--- src/core/rsws_pkg.sv ---
// Package: register map, field positions and timing of the sequencer
`default_nettype none
package rsws_pkg;
  // Clock and time base
  localparam int unsigned CLK_PERIOD_NS = 10;
  localparam int unsigned TICK_NS       = 31250;
  localparam int unsigned TICK_CYC      = TICK_NS / CLK_PERIOD_NS;
  localparam int unsigned RST_HOLD_NS   = 100;
  localparam int unsigned RST_HOLD_CYC  =
    (RST_HOLD_NS + CLK_PERIOD_NS - 1) / CLK_PERIOD_NS;
  localparam int unsigned ACT_TIMEOUT_MS  = 4000;
  localparam int unsigned ACT_TIMEOUT_CYC =
    ACT_TIMEOUT_MS * (1000000 / CLK_PERIOD_NS);
  localparam int unsigned PON_DEFAULT_US  = 343750;
  localparam logic [15:0] PON_DEFAULT_TICKS =
    16'(PON_DEFAULT_US * 1000 / TICK_NS);

  // Register offsets (byte addresses)
  localparam logic [7:0] OFS_STATUS   = 8'h00;
  localparam logic [7:0] OFS_CONTROL  = 8'h04;
  localparam logic [7:0] OFS_WAIT     = 8'h08;
  localparam logic [7:0] OFS_WDCLEAR  = 8'h0c;
  localparam logic [7:0] OFS_WDCONFIG = 8'h10;

  // Status register fields
  localparam int unsigned ST_DOMAIN   = 0;
  localparam int unsigned ST_SWITCH   = 1;
  localparam int unsigned ST_WATCHDOG = 2;
  localparam int unsigned ST_TIMEOUT  = 3;
  localparam int unsigned ST_BATTERY  = 4;
  localparam int unsigned ST_PWRSWINT = 5;
  localparam int unsigned ST_RETAIN   = 6;
  localparam int unsigned ST_SDRAM    = 7;
  localparam logic [7:0]  ST_FLAGS    = 8'h3f;
  localparam logic [7:0]  ST_RESET    = 8'h01;

  // Control, clear and config fields
  localparam int unsigned CT_EDO      = 0;
  localparam int unsigned CT_ACTCLR   = 2;
  localparam int unsigned WD_CLEAR    = 0;
  localparam int unsigned WD_ENABLE   = 0;
  localparam int unsigned WD_PER_LSB  = 16;
  localparam logic [15:0] WD_PER_RESET = 16'h0400;

  // Sequencer states, one-hot
  typedef enum logic [6:0] {
    ST_COLD   = 7'h01,
    ST_RUN    = 7'h02,
    ST_RSW    = 7'h04,
    ST_HIB    = 7'h08,
    ST_SHUT   = 7'h10,
    ST_PON    = 7'h20,
    ST_CHECK  = 7'h40
  } rsws_state_e;
endpackage
`default_nettype wire

--- src/core/rsws_sequencer.sv ---
// Reset, shutdown and wake sequencer of the power manager
//
// Overview of operation
// - Domain reset resets everything, sets its flag
// - Switch resets core; peripherals unless retention set
// - Retention set: switch resets only the core
// - Switch event sets switch cause flag
// - Watchdog expiry resets peripherals, core, sets flag
// - Switch with EDO issues CBR self-refresh
// - SDRAM bit set: memory controller not reset by switch
// - SDRAM and retention clear: memory controller reset at once
// - Activation timeout resets all but manager, flags
// - Hibernate without pending irq stops clock, resets
// - Battery inhibit low at activation aborts, shuts down
// - Twenty wake sources accepted
// - Power-on period programmable, default 343.75 ms
// - Power switch raises power-on indicator
// - Card busy raises power-on indicator
// - Sample battery, then drop power-on indicator
// - Battery high: release resets, cold-reset core
// - Battery low: set flag, shut down again
// - Power switch wake never sets switch interrupt
// - Main power drops after clocks stop, pipeline halts
//
// Chosen here: the address map and the strobed register port.
`default_nettype none
module rsws_sequencer #(
  parameter int unsigned ACT_TIMEOUT = rsws_pkg::ACT_TIMEOUT_CYC
) (
  // Clock and always-on domain reset
  input  wire logic        clk,
  input  wire logic        rstn,
  // Register port
  input  wire logic [7:0]  regAddr,
  input  wire logic [31:0] regWdata,
  input  wire logic        regWr,
  input  wire logic        regRd,
  output logic      [31:0] regRdata,
  // Core handshakes
  input  wire logic        hibernateReq,
  input  wire logic        irqPending,
  input  wire logic        pipelineHalted,
  // Wake and power inputs
  input  wire logic        resetSwitchN,
  input  wire logic        powerSwitch,
  input  wire logic [15:0] gpioWake,
  input  wire logic        carrierDetectN,
  input  wire logic        cardBusyWakeN,
  input  wire logic        alarmWake,
  input  wire logic        batteryInhibit,
  // Reset and power outputs
  output logic             coreResetN,
  output logic             periphResetN,
  output logic             gioResetN,
  output logic             rtcResetN,
  output logic             memCtlResetN,
  output logic             coreClockStop,
  output logic             mainPowerEnable,
  output logic             powerOnIndicator,
  output logic             dramCasN,
  output logic             dramRasN
);

  typedef struct packed {
    rsws_pkg::rsws_state_e state;
    logic [31:0] cnt;
    logic [11:0] tick;
    logic [31:0] actTmr;
    logic [15:0] wdCnt;
    logic [7:0]  status;
    logic        edoMode;
    logic        wdEn;
    logic [15:0] wdPeriod;
    logic [15:0] waitTicks;
    logic        swPrev;
    logic        pwrPrev;
    logic        scopePeri;
    logic        scopeGio;
    logic        scopeMem;
    logic        coreRstN;
    logic        periRstN;
    logic        gioRstN;
    logic        rtcRstN;
    logic        memRstN;
    logic        clkStop;
    logic        mainPwr;
    logic        ponInd;
    logic        casN;
    logic        rasN;
    logic [31:0] rdata;
  } rsws_regs_s;

  rsws_regs_s r_reg;
  rsws_regs_s r_next;

  // Decoded events
  logic tickEv;
  logic swEvent;
  logic wake;
  logic wdExpire;
  logic actExpire;
  logic wrStatus;
  logic wrControl;
  logic wrWait;
  logic wrWdClr;
  logic wrWdCfg;
  logic [7:0] setFlags;
  logic [7:0] clrFlags;

  // Register write decode
  always_comb begin
    wrStatus  = 1'b0;
    wrControl = 1'b0;
    wrWait    = 1'b0;
    wrWdClr   = 1'b0;
    wrWdCfg   = 1'b0;
    if (regWr && regAddr == rsws_pkg::OFS_STATUS) begin
      wrStatus = 1'b1;
    end else if (regWr && regAddr == rsws_pkg::OFS_CONTROL) begin
      wrControl = 1'b1;
    end else if (regWr && regAddr == rsws_pkg::OFS_WAIT) begin
      wrWait = 1'b1;
    end else if (regWr && regAddr == rsws_pkg::OFS_WDCLEAR) begin
      wrWdClr = 1'b1;
    end else if (regWr && regAddr == rsws_pkg::OFS_WDCONFIG) begin
      wrWdCfg = 1'b1;
    end
  end

  // Event detection; inputs are already in this clock domain
  assign tickEv  = (r_reg.tick == 12'(rsws_pkg::TICK_CYC - 1));
  assign swEvent = r_reg.swPrev && !resetSwitchN;
  // Any of the twenty wake sources
  assign wake    = powerSwitch || (|gpioWake) || !carrierDetectN ||
                   !cardBusyWakeN || alarmWake;
  assign wdExpire  = r_reg.wdEn && (r_reg.wdCnt >= r_reg.wdPeriod);
  assign actExpire = (r_reg.actTmr >= ACT_TIMEOUT - 1);

  // Sequencer, timers and registers
  always_comb begin
    r_next = r_reg;
    setFlags = 8'h00;
    clrFlags = 8'h00;
    r_next.swPrev  = resetSwitchN;
    r_next.pwrPrev = powerSwitch;
    r_next.rtcRstN = 1'b1;
    r_next.tick = tickEv ? 12'h000 : r_reg.tick + 12'h001;
    r_next.cnt = r_reg.cnt + 32'h1;

    // Timers run only while the core runs
    if (r_reg.state == rsws_pkg::ST_RUN) begin
      r_next.actTmr = r_reg.actTmr + 32'h1;
      if (tickEv && r_reg.wdEn) begin
        r_next.wdCnt = r_reg.wdCnt + 16'h0001;
      end
    end
    if (wrControl && regWdata[rsws_pkg::CT_ACTCLR]) begin
      r_next.actTmr = 32'h0;
    end
    if (wrWdClr && regWdata[rsws_pkg::WD_CLEAR]) begin
      r_next.wdCnt = 16'h0000;
    end

    case (r_reg.state)
      rsws_pkg::ST_COLD: begin
        // Hold resets, then release the core into run
        if (r_reg.cnt >= 32'(rsws_pkg::RST_HOLD_CYC - 1)) begin
          r_next.state  = rsws_pkg::ST_RUN;
          r_next.actTmr = 32'h0;
          r_next.wdCnt  = 16'h0000;
        end
      end
      rsws_pkg::ST_RUN: begin
        if (powerSwitch && !r_reg.pwrPrev) begin
          setFlags[rsws_pkg::ST_PWRSWINT] = 1'b1;
        end
        if (swEvent) begin
          r_next.state = rsws_pkg::ST_RSW;
          setFlags[rsws_pkg::ST_SWITCH] = 1'b1;
          r_next.scopePeri = !r_reg.status[rsws_pkg::ST_RETAIN];
          r_next.scopeGio = 1'b0;
          // Memory controller kept alive, when SDRAM or retention set, to finish and refresh
          r_next.scopeMem = !r_reg.status[rsws_pkg::ST_RETAIN] &&
                            !r_reg.status[rsws_pkg::ST_SDRAM];
        end else if (actExpire) begin
          r_next.state = rsws_pkg::ST_COLD;
          r_next.cnt = 32'h0;
          setFlags[rsws_pkg::ST_TIMEOUT] = 1'b1;
          r_next.scopePeri = 1'b1;
          r_next.scopeGio = 1'b1;
          r_next.scopeMem = 1'b1;
        end else if (wdExpire) begin
          r_next.state = rsws_pkg::ST_COLD;
          r_next.cnt = 32'h0;
          setFlags[rsws_pkg::ST_WATCHDOG] = 1'b1;
          r_next.scopePeri = 1'b1;
          r_next.scopeGio = 1'b0;
          r_next.scopeMem = 1'b1;
        end else if (hibernateReq && !irqPending) begin
          r_next.state = rsws_pkg::ST_HIB;
          r_next.scopePeri = 1'b1;
          r_next.scopeGio = 1'b0;
          r_next.scopeMem = 1'b1;
        end
      end
      rsws_pkg::ST_RSW: begin
        // Core stays in reset while the switch is held
        if (resetSwitchN) begin
          r_next.state = rsws_pkg::ST_COLD;
          r_next.cnt = 32'h0;
        end
      end
      rsws_pkg::ST_HIB: begin
        // Power drops only once the stopped clock has taken hold
        if (r_reg.clkStop && pipelineHalted) begin
          r_next.state = rsws_pkg::ST_SHUT;
        end
      end
      rsws_pkg::ST_SHUT: begin
        if (wake) begin
          r_next.state = rsws_pkg::ST_PON;
          r_next.cnt = 32'h0;
        end
      end
      rsws_pkg::ST_PON: begin
        // Wait measured in ticks; other wakes ignored meanwhile
        if (tickEv) begin
          r_next.cnt = r_reg.cnt + 32'h1;
        end else begin
          r_next.cnt = r_reg.cnt;
        end
        if (r_reg.cnt >= {16'h0000, r_reg.waitTicks}) begin
          r_next.state = rsws_pkg::ST_CHECK;
        end
      end
      rsws_pkg::ST_CHECK: begin
        // Battery sampled with the indicator still up
        if (batteryInhibit) begin
          r_next.state = rsws_pkg::ST_COLD;
          r_next.cnt = 32'h0;
          r_next.scopePeri = 1'b1;
          r_next.scopeGio = 1'b0;
          r_next.scopeMem = 1'b1;
        end else begin
          r_next.state = rsws_pkg::ST_SHUT;
          setFlags[rsws_pkg::ST_BATTERY] = 1'b1;
        end
      end
      default: begin
        r_next.state = rsws_pkg::ST_COLD;
        r_next.cnt = 32'h0;
      end
    endcase

    // Writes of zero clear flags; a same-cycle set wins
    if (wrStatus) begin
      clrFlags = ~regWdata[7:0] & rsws_pkg::ST_FLAGS;
      r_next.status[rsws_pkg::ST_RETAIN] = regWdata[rsws_pkg::ST_RETAIN];
      r_next.status[rsws_pkg::ST_SDRAM]  = regWdata[rsws_pkg::ST_SDRAM];
    end
    r_next.status[5:0] = (r_reg.status[5:0] & ~clrFlags[5:0]) |
                         setFlags[5:0];
    if (wrControl) begin
      r_next.edoMode = regWdata[rsws_pkg::CT_EDO];
    end
    if (wrWait) begin
      r_next.waitTicks = regWdata[15:0];
    end
    if (wrWdCfg) begin
      r_next.wdEn = regWdata[rsws_pkg::WD_ENABLE];
      r_next.wdPeriod = regWdata[rsws_pkg::WD_PER_LSB +: 16];
      r_next.wdCnt = 16'h0000;
    end

    // Registered outputs follow the next state
    r_next.coreRstN = (r_next.state == rsws_pkg::ST_RUN) ||
                      (r_next.state == rsws_pkg::ST_HIB);
    r_next.periRstN = !(r_next.scopePeri &&
                        (r_next.state != rsws_pkg::ST_RUN));
    r_next.gioRstN  = !(r_next.scopeGio &&
                        (r_next.state == rsws_pkg::ST_COLD));
    r_next.memRstN  = !(r_next.scopeMem &&
                        (r_next.state != rsws_pkg::ST_RUN));
    r_next.clkStop  = (r_next.state == rsws_pkg::ST_HIB) ||
                      (r_next.state == rsws_pkg::ST_SHUT);
    r_next.mainPwr  = (r_next.state == rsws_pkg::ST_COLD) ||
                      (r_next.state == rsws_pkg::ST_RUN) ||
                      (r_next.state == rsws_pkg::ST_RSW) ||
                      (r_next.state == rsws_pkg::ST_HIB);
    r_next.ponInd   = (r_next.state == rsws_pkg::ST_PON) ||
                      (r_next.state == rsws_pkg::ST_CHECK);
    // CAS leads RAS by one cycle; no burst refresh around it
    r_next.casN = !((r_next.state == rsws_pkg::ST_RSW) &&
                    r_next.edoMode);
    r_next.rasN = !((r_next.state == rsws_pkg::ST_RSW) && r_next.edoMode &&
                    (r_reg.state == rsws_pkg::ST_RSW));

    // Read data valid the cycle after the strobe only
    r_next.rdata = 32'h0;
    if (regRd && regAddr == rsws_pkg::OFS_STATUS) begin
      r_next.rdata = {24'h0, r_reg.status};
    end else if (regRd && regAddr == rsws_pkg::OFS_CONTROL) begin
      r_next.rdata = {31'h0, r_reg.edoMode};
    end else if (regRd && regAddr == rsws_pkg::OFS_WAIT) begin
      r_next.rdata = {16'h0, r_reg.waitTicks};
    end else if (regRd && regAddr == rsws_pkg::OFS_WDCONFIG) begin
      r_next.rdata = {r_reg.wdPeriod, 15'h0, r_reg.wdEn};
    end
  end

  // Domain reset puts every reset output into reset and the cause flag up
  always_ff @(posedge clk or negedge rstn) begin
    if (!rstn) begin
      r_reg <= '{
        state:     rsws_pkg::ST_COLD,
        status:    rsws_pkg::ST_RESET,
        waitTicks: rsws_pkg::PON_DEFAULT_TICKS,
        wdPeriod:  rsws_pkg::WD_PER_RESET,
        swPrev:    1'b1,
        scopePeri: 1'b1,
        scopeGio:  1'b1,
        scopeMem:  1'b1,
        casN:      1'b1,
        rasN:      1'b1,
        default:   '0
      };
    end else begin
      r_reg <= r_next;
    end
  end

  // Port drive
  assign regRdata         = r_reg.rdata;
  assign coreResetN       = r_reg.coreRstN;
  assign periphResetN     = r_reg.periRstN;
  assign gioResetN        = r_reg.gioRstN;
  assign rtcResetN        = r_reg.rtcRstN;
  assign memCtlResetN     = r_reg.memRstN;
  assign coreClockStop    = r_reg.clkStop;
  assign mainPowerEnable  = r_reg.mainPwr;
  assign powerOnIndicator = r_reg.ponInd;
  assign dramCasN         = r_reg.casN;
  assign dramRasN         = r_reg.rasN;

  // Checks on the sequencing
  a_switch_flag_set: assert property (
    @(posedge clk) disable iff (!rstn)
    (r_reg.state == rsws_pkg::ST_RUN && swEvent)
      |=> r_reg.status[rsws_pkg::ST_SWITCH] && !coreResetN)
    else $error("switch event did not flag and reset core");

  a_retain_keeps_peri: assert property (
    @(posedge clk) disable iff (!rstn)
    (r_reg.state == rsws_pkg::ST_RUN && swEvent &&
     r_reg.status[rsws_pkg::ST_RETAIN]) |=> periphResetN && memCtlResetN)
    else $error("retention set but peripherals reset");

  a_sdram_mem_reset: assert property (
    @(posedge clk) disable iff (!rstn)
    (r_reg.state == rsws_pkg::ST_RUN && swEvent &&
     r_reg.status[7:6] == 2'b00) |=> !memCtlResetN && !periphResetN)
    else $error("memory controller not reset on switch");

  a_edo_cas_ras: assert property (
    @(posedge clk) disable iff (!rstn)
    $fell(dramCasN) |-> dramRasN ##1 (!dramRasN || dramCasN))
    else $error("self-refresh strobes out of order");

  a_power_after_halt: assert property (
    @(posedge clk) disable iff (!rstn)
    $fell(mainPowerEnable) |-> $past(coreClockStop) && $past(pipelineHalted))
    else $error("main power dropped before halt");

  a_indicator_unpowered: assert property (
    @(posedge clk) disable iff (!rstn)
    $fell(powerOnIndicator) |-> $past(r_reg.state == rsws_pkg::ST_CHECK))
    else $error("indicator dropped without battery sample");

  a_battery_low_flag: assert property (
    @(posedge clk) disable iff (!rstn)
    (r_reg.state == rsws_pkg::ST_CHECK && !batteryInhibit)
      |=> r_reg.status[rsws_pkg::ST_BATTERY] && !mainPowerEnable
          && !coreResetN)
    else $error("battery low did not abort activation");

  a_battery_ok_boot: assert property (
    @(posedge clk) disable iff (!rstn)
    (r_reg.state == rsws_pkg::ST_CHECK && batteryInhibit)
      |=> mainPowerEnable ##10 coreResetN && periphResetN)
    else $error("activation did not release resets");

  a_wake_no_int: assert property (
    @(posedge clk) disable iff (!rstn)
    $rose(r_reg.status[rsws_pkg::ST_PWRSWINT])
      |-> $past(r_reg.state == rsws_pkg::ST_RUN))
    else $error("wake set the switch interrupt flag");

endmodule
`default_nettype wire

--- config.mk ---
export PLATFORM = sky130hd
export DESIGN_NAME = rsws_sequencer
export DESIGN_NICKNAME = d
export VERILOG_FILES = /design/src/core/rsws_pkg.sv /design/src/core/rsws_sequencer.sv
export SDC_FILE = /design/constraint.sdc
export NUM_CORES = 1
export LEC_CHECK = 0
export BUFFER_PORTS_ARGS = -buffer_cell sky130_fd_sc_hd__buf_2
export CAP_MARGIN = 15
export CORE_MARGIN = 2
export CORE_UTILIZATION = 63
export CTS_CLUSTER_DIAMETER = 120
export CTS_CLUSTER_SIZE = 16
export DETAILED_ROUTE_END_ITERATION = 6
export HOLD_SLACK_MARGIN = 0.08
export PLACE_DENSITY_LB_ADDON = 0.08
export SLEW_MARGIN = 20
export SYNTH_ARGS = -nofsm -noshare
export SYNTH_HDL_FRONTEND = slang
export SYNTH_SLANG_ARGS = --single-unit
--- constraint.sdc ---
create_clock -name clk -period 4.98 [get_ports clk]
set_input_delay 0.498 -clock clk [delete_from_list [all_inputs] [get_ports clk]]
set_output_delay 0.498 -clock clk [all_outputs]
set_load 0.03 [all_outputs]
* Yosys cells after proc, flatten, opt, wreduce, memory -nomap -nowiden *
Cells that the tools add are included.
Widths: inputs -> output; s select.

storage, ports and cells
  logic and storage cells = 169
  input bits = 69
  bits in registers = 188
  output and inout bits = 42

operators by class
  eq/ne operators = 21
  magnitude comparators = 4
  reduce and logical (&&, ||, !) cells = 48
  mux-type cells = 61
  add/subtract/negate cells = 4
  bitwise gates (word level) = 4

operators by type and width
  operator               count
  $mux 32                9
  $pmux 32 s6            1
  $mux 48                3
  $mux 39                3
  $add 32x1->32 const B  2
  $pmux 7 s7             1
  $mux 16                3
  $mux 7                 6
  $ge 32x16->1           1
  $ge 32x29->1 const B   1
  $ge 32x4->1 const B    1
  $mux 1                 24
  $logic_and 1x1->1      23
  $mux 3                 6
  $add 16x1->16 const B  1
  $eq 8x4->1 const B     2
  $ge 16x16->1           1
  $reduce_or 16->1       1
  $eq 7x1->1 const B     2
  $eq 7x2->1 const B     2
  $eq 7x3->1 const B     2
  $eq 7x4->1 const B     2
  $eq 7x5->1 const B     2
  $eq 7x6->1 const B     2
  19 further kinds       41

* Logic depth before layout (Yosys ltp) *
Gate-level depths: netlist (run 1).

  depth after elaboration = 11
  gate-level depth with buffers = 10
  depth with buffers taken out = 8

* Worst setup path after synthesis (run 1) *
OpenSTA, ideal clock, no wires.

  path type = register to register
  from = register r_reg[73] (netlist name)
  to = register r_reg[151] (netlist name)
  path slack = 2662 ps
  buffers on the path = 1
  cell stages (with the launch flop) = 10
  data arrival time = 2197 ps
  clock period less this slack = 2318 ps
  library setup time = 121 ps
  required time = 4859 ps
  cells stage by stage = dfstp_2 inv_1 ha_1 nand4_1 nor2_1 nor4b_1 o31ai_2 a311oi_1 buf_2 nor2_1

on the way
  cells in the longest elaborated chain, start to end = 6

ends and longest elaborated chain
  item                    line                   RTL
  start, declared         rsws_sequencer.sv:93   rsws_regs_s r_reg;
  start signal, assigned  rsws_sequencer.sv:314  r_reg <= '{
  start signal, assigned  rsws_sequencer.sv:328  r_reg <= r_next;
  $ge 16x16->1            rsws_sequencer.sv:136  assign wdExpire = r_reg.wdEn && (r_reg.wdCnt >= r_reg.wdPeriod);
  $logic_and 1x1->1       rsws_sequencer.sv:136
  $mux 32                 rsws_sequencer.sv:192  end else if (wdExpire) begin
  $mux 39                 rsws_sequencer.sv:185  end else if (actExpire) begin
  $mux 32                 rsws_sequencer.sv:177  if (swEvent) begin
  $pmux 32 s6             rsws_sequencer.sv:164  case (r_reg.state)

Every way passes these cells.
A chain may end at the register's enable or synchronous reset.

* Worst setup path after layout (run 1) *
  from = register r_reg[89] (netlist name)
  to = register r_reg[149] (netlist name)

The elaborated chain is that of the path after synthesis.

==> results of run 1 <==
==> stage by stage <==
| stage | setup WS (ns) | instance area, sq um | instances | hold WS [ns] |
|---|---|---|---|---|
| after floorplan | 2.662 | 9464 | 928 | 0.2024 |
| after global placement | 2.179 | 9956 | 1169 | 0.4461 |
| after detailed placement | 2.164 | 9956 | 1169 | 0.4531 |
| after CTS | 2.123 | 10560 | 1201 | 0.1396 |
| after global routing | 1.862 | 10570 | 1201 | 0.1738 |
| final | 2.156 | 10570 | 1201 | 0.1222 |
==> path summary, 6_finish.rpt <==
| path | startpoint | endpoint | slack (ns) | cells after the start |
|---|---|---|---|---|
| min reg2reg | r_reg[81] | r_reg[81] | 0.47 | 1 |
| min in group clk | resetSwitchN | r_reg[46] | 0.21 | 1 |
| max in group asynchronous | rstn | r_reg[184] | 3.71 | 2 |
| max | r_reg[89] | r_reg[149] | 2.16 | 9 |
| max reg2reg | r_reg[89] | r_reg[149] | 2.16 | 9 |
| min | rstn | regRdata[11] | 0.12 | 1 |
==> report_power, final <==
part / switching [mW] / total, mW / leakage, nW / internal (mW)
Sequential: 0.0592 / 1.66 / 2.52 / 1.60
Clock: 0.629 / 1.39 / 0.292 / 0.759
Combinational: 0.305 / 0.473 / 2.28 / 0.168
Total: 0.993 / 3.52 / 5.09 / 2.53
==> per-layer routing <==
metal	routed length (um)	vias to the layer above	global-route usage, %
li1	-	3342	-
met1	8351	3316	31.54
met2	10300	137	45.64
met3	685	36	5.188
met4	499	0	9.567
met5	0	-	0
==> cells by family after synthesis <==
| family | Yosys count |
|---|---|
| compound gates | 95 |
| xor+xnor | 80 |
| fa+ha+maj | 39 |
| buf+inv | 108 |
| flops | 188 |
| mux | 37 |
| other cells | 1 |
| simple gates | 380 |
==> cell type report <==
type	count	area [sq um]
Tap cell	184	230.2
Clock inverter	15	180.2
Fill cell	1130	4020
Multi-Input combinational cell	632	4227
Sequential cell	188	4726
Clock buffer	17	425.4
Timing Repair Buffer	114	589.3
Inverter	51	191.4
==> worst register-to-register path, cell delays in order (launching register included) <==
cell and delay, ns:
dfrtp_1 0.40, inv_1 0.06, ha_1 0.26, nand2b_1 0.14, a2111oi_0 0.42, nor4b_1 0.12
o31ai_2 0.68, a311oi_4 0.18, buf_4 0.28, o21ai_0 0.20
==> placed cells by master (no fill, tap or decap), types with 20 or more instances in the layout <==
cell / Yosys / final
a21oi_1: 20 / 20
and3_1: 28 / 28
buf_2: 3 / 109
dfrtp_1: 171 / 171
ha_1: 39 / 39
inv_1: 51 / 51
mux2_2: 36 / 36
nand2_1: 58 / 58
nand3_1: 36 / 36
nand4_1: 32 / 32
nor2_1: 125 / 125
nor4_1: 23 / 22
o21ai_0: 23 / 23
xnor2_1: 42 / 42
xor2_1: 38 / 38
==> metrics.md, run 1 <==
| Metric | Value |
|---|---|
| Run status | completed |
| Post-Route Utilization | between 70% and 80% |
| Setup bufs post-CTS | 0 |
| Post-cts resize count | 0 |
| Nets | 1112 |
| Cell family with most CP delay | compound AO/OA/AOI/OAI gates |
| Final Skew | about 0.0078 ns |
| Tmin final | between 2 and 3 ns |
| CTS tree | yes |
| Buffers on Ports | 110 |
| Drt initial violations | 352 |
| Die area | 16020 sq um |
| Synth top cells by count | dfrtp_1 (171), nor2_1 (125), nand2_1 (58) |
| Yosys warns | 0 |
| Die span in x | approximately 130 um |
| Max stage delay on crit path | 0.68 ns |
| Final setup violation count | 0 |
| Fin. Hold Viols | 0 |
| Compound-Gate Fraction of Synth Area | 6.822% |
| Synth unique cells | 63 |
| Synth Area in XOR/XNOR | under 10% |
| Final GP Congestion | 0.8447 |
| Cells after Synth | just over 900 |
| Hold Crit Class | primary input to async pin |
| Worst vdd ir | 0.3051 mV |
| FMAX | between 300 and 400 MHz |
| Routed vias | approximately 7000 |
| Remaining DRCs | 0 |
| Syn_area_per_cell | 10.20 sq um |
| CTS root buffer | clkbuf_16 |
| Total wire length | between 15000 and 20000 um |
| Share of cells above drive strength 1 | 20.65% |
| Top cell type's share of synthesized area | a little under half |
| Worst Path Buf+Inv | 2 |
| Row cnt | between 40 and 50 |
| Vias in the first global route | just under 7000 |
| Main combinational cell family by area after synthesis | simple AND/OR/NAND/NOR gates |
| Setup_tns | 0 ns |
| Global-route wire length before repair | ~33000 um |
| Maximum number of pins on one net before global-route repair | slightly above 90 |
| Cell with the most instances after synthesis | dfrtp_1 |
| # hold bufs at CTS | 0 |
| Crit. End Element | flip-flop |
| Post-synthesis adder-cell area fraction | 5.156% |
| Syn Nets | roughly 1000 |
| #FFs+latches synth | around 190 |
| Initial Utilization | 64.87% |
| RSZ-0062 raised after global routing | no |
| Critical path's slowest cell | o31ai_2 |
| Crit path kind | flip-flop to flip-flop |
| Clock buffer depth | 2 |
| Final ANT Viol Nets | 0 |
| Top cell type by total area after synthesis | dfrtp_1 |
| CP max FO | 32 |
| Synth top area cells | dfrtp_1 (45%), ha_1 (5.2%), nor2_1 (5.0%), dfstp_2 (4.7%), mux2_2 (4.3%) |
| CP required | between 5 and 6 ns |
| Synth Cell Area | between 9000 and 10000 sq um |
| Total Power | between 3 and 4 mW |
| MaxCap Viol Count | 0 |
| Skew-Pair Late Insertion Delay | 0.44 ns |
| GRT Util Overall | 25.87% |
| Synth Area in Simple Gates | 20.58% |
| Element type at the critical path start | flip-flop |
| Core area | 14590 sq um |
| Multiplexer share of the synthesized area | ~4.4% |
| Height of the chip | 126.6 um |
| Final slew viol count | 0 |
| Number of flops mapped to enable cells by yosys | 0 |
| Worst Max-Slew Pin Slew | approximately 1.1 ns |
| CTS sink count | approximately 190 |
| Ys flop type | dfrtp_1 |
| Initial antenna violation count | 0 |
| Grt ovf | 0 |
| Arrival time worst endpoint | roughly 3.2 ns |
| Pwr dens | 333.1 nW/um^2 |
| H-tree depth | 4 |
| Via density | approximately 5.7 |
| Sequential cell area fraction in the yosys report | approximately 50% |
| First-pass DRT Iterations | 5 |
| CP cell instances | inv_1 > ha_1 > nand2b_1 > a2111oi_0 > nor4b_1 > o31ai_2 > a311oi_4 > buf_4 > o21ai_0 |
| DPL Wire Length | roughly 14000 um |
| Antenna cell count | 0 |
| Clk pin slew, worst setup/hold paths | around 0.070 ns |
| Ys async rst share | between 90% and 100% |
| Max FFs per register | ~150 |
| DR WL/cell | about 17 um |
| CTS buffer count | 17 |
| Tcrit/Tclk final | between 50% and 60% |
| IO Pins | 111 |
| Leakage | between 5 and 6 nW |
| Slew headroom | roughly 28% |
| Syn-to-layout area delta | 11.67% |
No activity file was read; power rests on OpenSTA's default activity.
==> run 2, diff against run 1 <==
CORE_UTILIZATION = 53   (was 63)
clock period = 2.5 ns   (was 4.98 ns; I/O delays follow)
==> run 2 against run 1 <==
  * Core utilization shrank 7.5 points
  * Highest routed layer unchanged
  * Combinational power grew to 2.5 times the previous value
  * Via count grew 3.1%
  * Clock skew grew 0.0037 ns
  * Clock power grew 100%
  * Non-clock buffer count grew 61
  * Count of clock-buffer cells in the layout is the same
  * Largest power group unchanged
==> metrics.md, run 2 (synthesis gave the netlist of run 1 again) <==
| Metric | Value |
|---|---|
| Commonest non-fill, non-tap cell in the layout | dfrtp_1 |
| R2R cell count | 6 |
| Post-route cell area | 11270 sq um |
| Syn-to-layout area delta | 19.08% |
| Cell family with most CP delay | simple AND/OR/NAND/NOR gates |
| Arrival time worst endpoint | 2.76 ns |
| Crit. End Element | flip-flop |
| Max FFs per register | roughly 150 |
| CP cell instances | nor3_4 > nand4b_4 > or3_1 > or3_4 > or3_1 > a21oi_1 |
| Element type at the critical path start | flip-flop |
| MaxCap Viol Count | 0 |
| Skew-Pair Late Insertion Delay | roughly 0.44 ns |
| Fin. Hold Viols | 0 |
| Final GP Congestion | 0.8102 |
| Worst vdd ir | 0.5543 mV |
| Routed vias | roughly 7000 |
| GRT Util Overall | 23.21% |
| CTS sink count | between 150 and 200 |
| Row cnt | 48 |
| Fin Hold WS | ~0.11 ns |
| Nets | about 1200 |
| Maximum number of pins on one net before global-route repair | slightly below 60 |
| Worst reg-to-reg setup slack | between 0.09 and 0.1 ns |
| DR WL/cell | 16.14 um |
| Placed cell area | about 10000 sq um |
| Clock buffer depth | 2 |
| Slew headroom | 52.65% |
| Via density | ~5.4 |
| Crit Reg-Reg Startpoint | r_reg[186] |
| DPL Wire Length | roughly 15000 um |
| Crit. Startpoint | r_reg[186] |
| Final ANT Viol Nets | 0 |
| First-pass DRT Iterations | 4 |
| Clk pin slew, worst setup/hold paths | around 0.07 ns |
| Max stage delay on crit path | roughly 0.47 ns |
| Vias in the first global route | slightly above 7000 |
| Global-route wire length before repair | between 30000 and 40000 um |
| CP required | 2.86 ns |
| Total wire length | 21030 um |
| Hold Crit Class | primary input to flip-flop |
| Critical path's slowest cell | dfrtp_1 |
| Multi-input logic area | between 4000 and 5000 sq um |
| H-tree depth | 4 |
| Tcrit/Tclk final | 96.19% |
| Most frequent cells in the layout | dfrtp_1 (171), nor2_1 (124), buf_2 (109) |
| Remaining DRCs | 0 |
| Worst Max-Slew Pin Slew | roughly 0.7 ns |
| WHS Endpoint | r_reg[81] |
| Grt ovf | 0 |
| Worst Path Buf+Inv | 0 |
| Run status | completed |
| Antenna cell count | 0 |
| Crit path kind | flip-flop to flip-flop |
| CTS buffer count | 17 |
| FMAX | roughly 420 MHz |
| IO Pins | about 110 |
| Pwr dens | about 650 nW/um^2 |
| Post-Route Utilization | around two thirds |
| CTS root buffer | clkbuf_16 |
| Share of cells above drive strength 1 | between 20% and 30% |
| Tmin final | about 2.4 ns |
| R2R Path End | r_reg[136] |
| Drt initial violations | about 370 |
| Buffers on Ports | 110 |
| Die span in x | between 100 and 150 um |
| Height of the chip | about 140 um |
| Most used cell, CP | or3_1 |
| Initial antenna violation count | 0 |
| Die area | 18940 sq um |
| Number of fillers in the final layout | roughly 1400 |
| Initial Utilization | between 50% and 60% |
| Core area | about 17000 sq um |
| Hold depth | 2 |
| Final Skew | 0.01154 ns |
| HP Start | regWdata[0] |
| Leakage | around 5.4 nW |
| Final setup violation count | 0 |
| CP max FO | 7 |
| CTS tree | yes |
| Reg area | approximately 4700 sq um |
| Final slew viol count | 0 |
## run 2: cell types whose count changed in the layout (fill, tap and decap cells not counted), sizes merged
cell,delta
inv,+1
dlygate4sd3,+32
clkinv,-1
buf,+28
clkbuf,+1
## run 2: what timing repair did
action | CTS | global route
gates resized for setup | 2 | 7
endpoints found under the hold margin | 81 | 0
gates cloned | 0 | 2
pin swaps | 0 | 2
hold buffers | 32 | 0
buffers inserted | 0 | 1
endpoints found under the setup margin | 3 | 43
## run 2: cell type report
type	instances	share of cell area [%]
well taps	225	2.498
clock buffers	17	3.775
inverters	51	1.699
clock inverters	15	1.577
multi-input cells	632	37.88
flip-flops and latches	188	41.93
repair buffers	175	10.64
## run 2: per-layer routing
layer / routed length [um] / GRT usage (%)
met2: 10860 / 41.18
met4: 313 / 5.785
met1: 9293 / 29.16
met5: 0 / 0
met3: 559 / 4.452
## run 2: stage by stage
stage               setup WS (ns)  setup TNS, ns  power (mW)  instances
detailed placement        0.03000              0       4.399       1236
global route            -0.009400      -0.009400       7.619       1303
finish                    0.09535              0       7.291       1303
CTS                      0.003753              0       7.233       1300
global placement          0.07571              0       4.382       1236
floorplan                  0.1817              0       3.958        928
## run 2: report_power, final
part / internal (mW) / total (mW) / switching (mW)
clock: 1.51 / 2.78 / 1.27
sequential: 3.19 / 3.32 / 0.127
combinational: 0.520 / 1.19 / 0.673
## run 2: worst max-delay path by stage
stage                               to  cells past startpoint
after CTS                 periphResetN                      9
final                       r_reg[136]                      6
after global placement    periphResetN                      9
after floorplan             r_reg[151]                      9
after detailed placement  periphResetN                      9
after global routing      periphResetN                     10
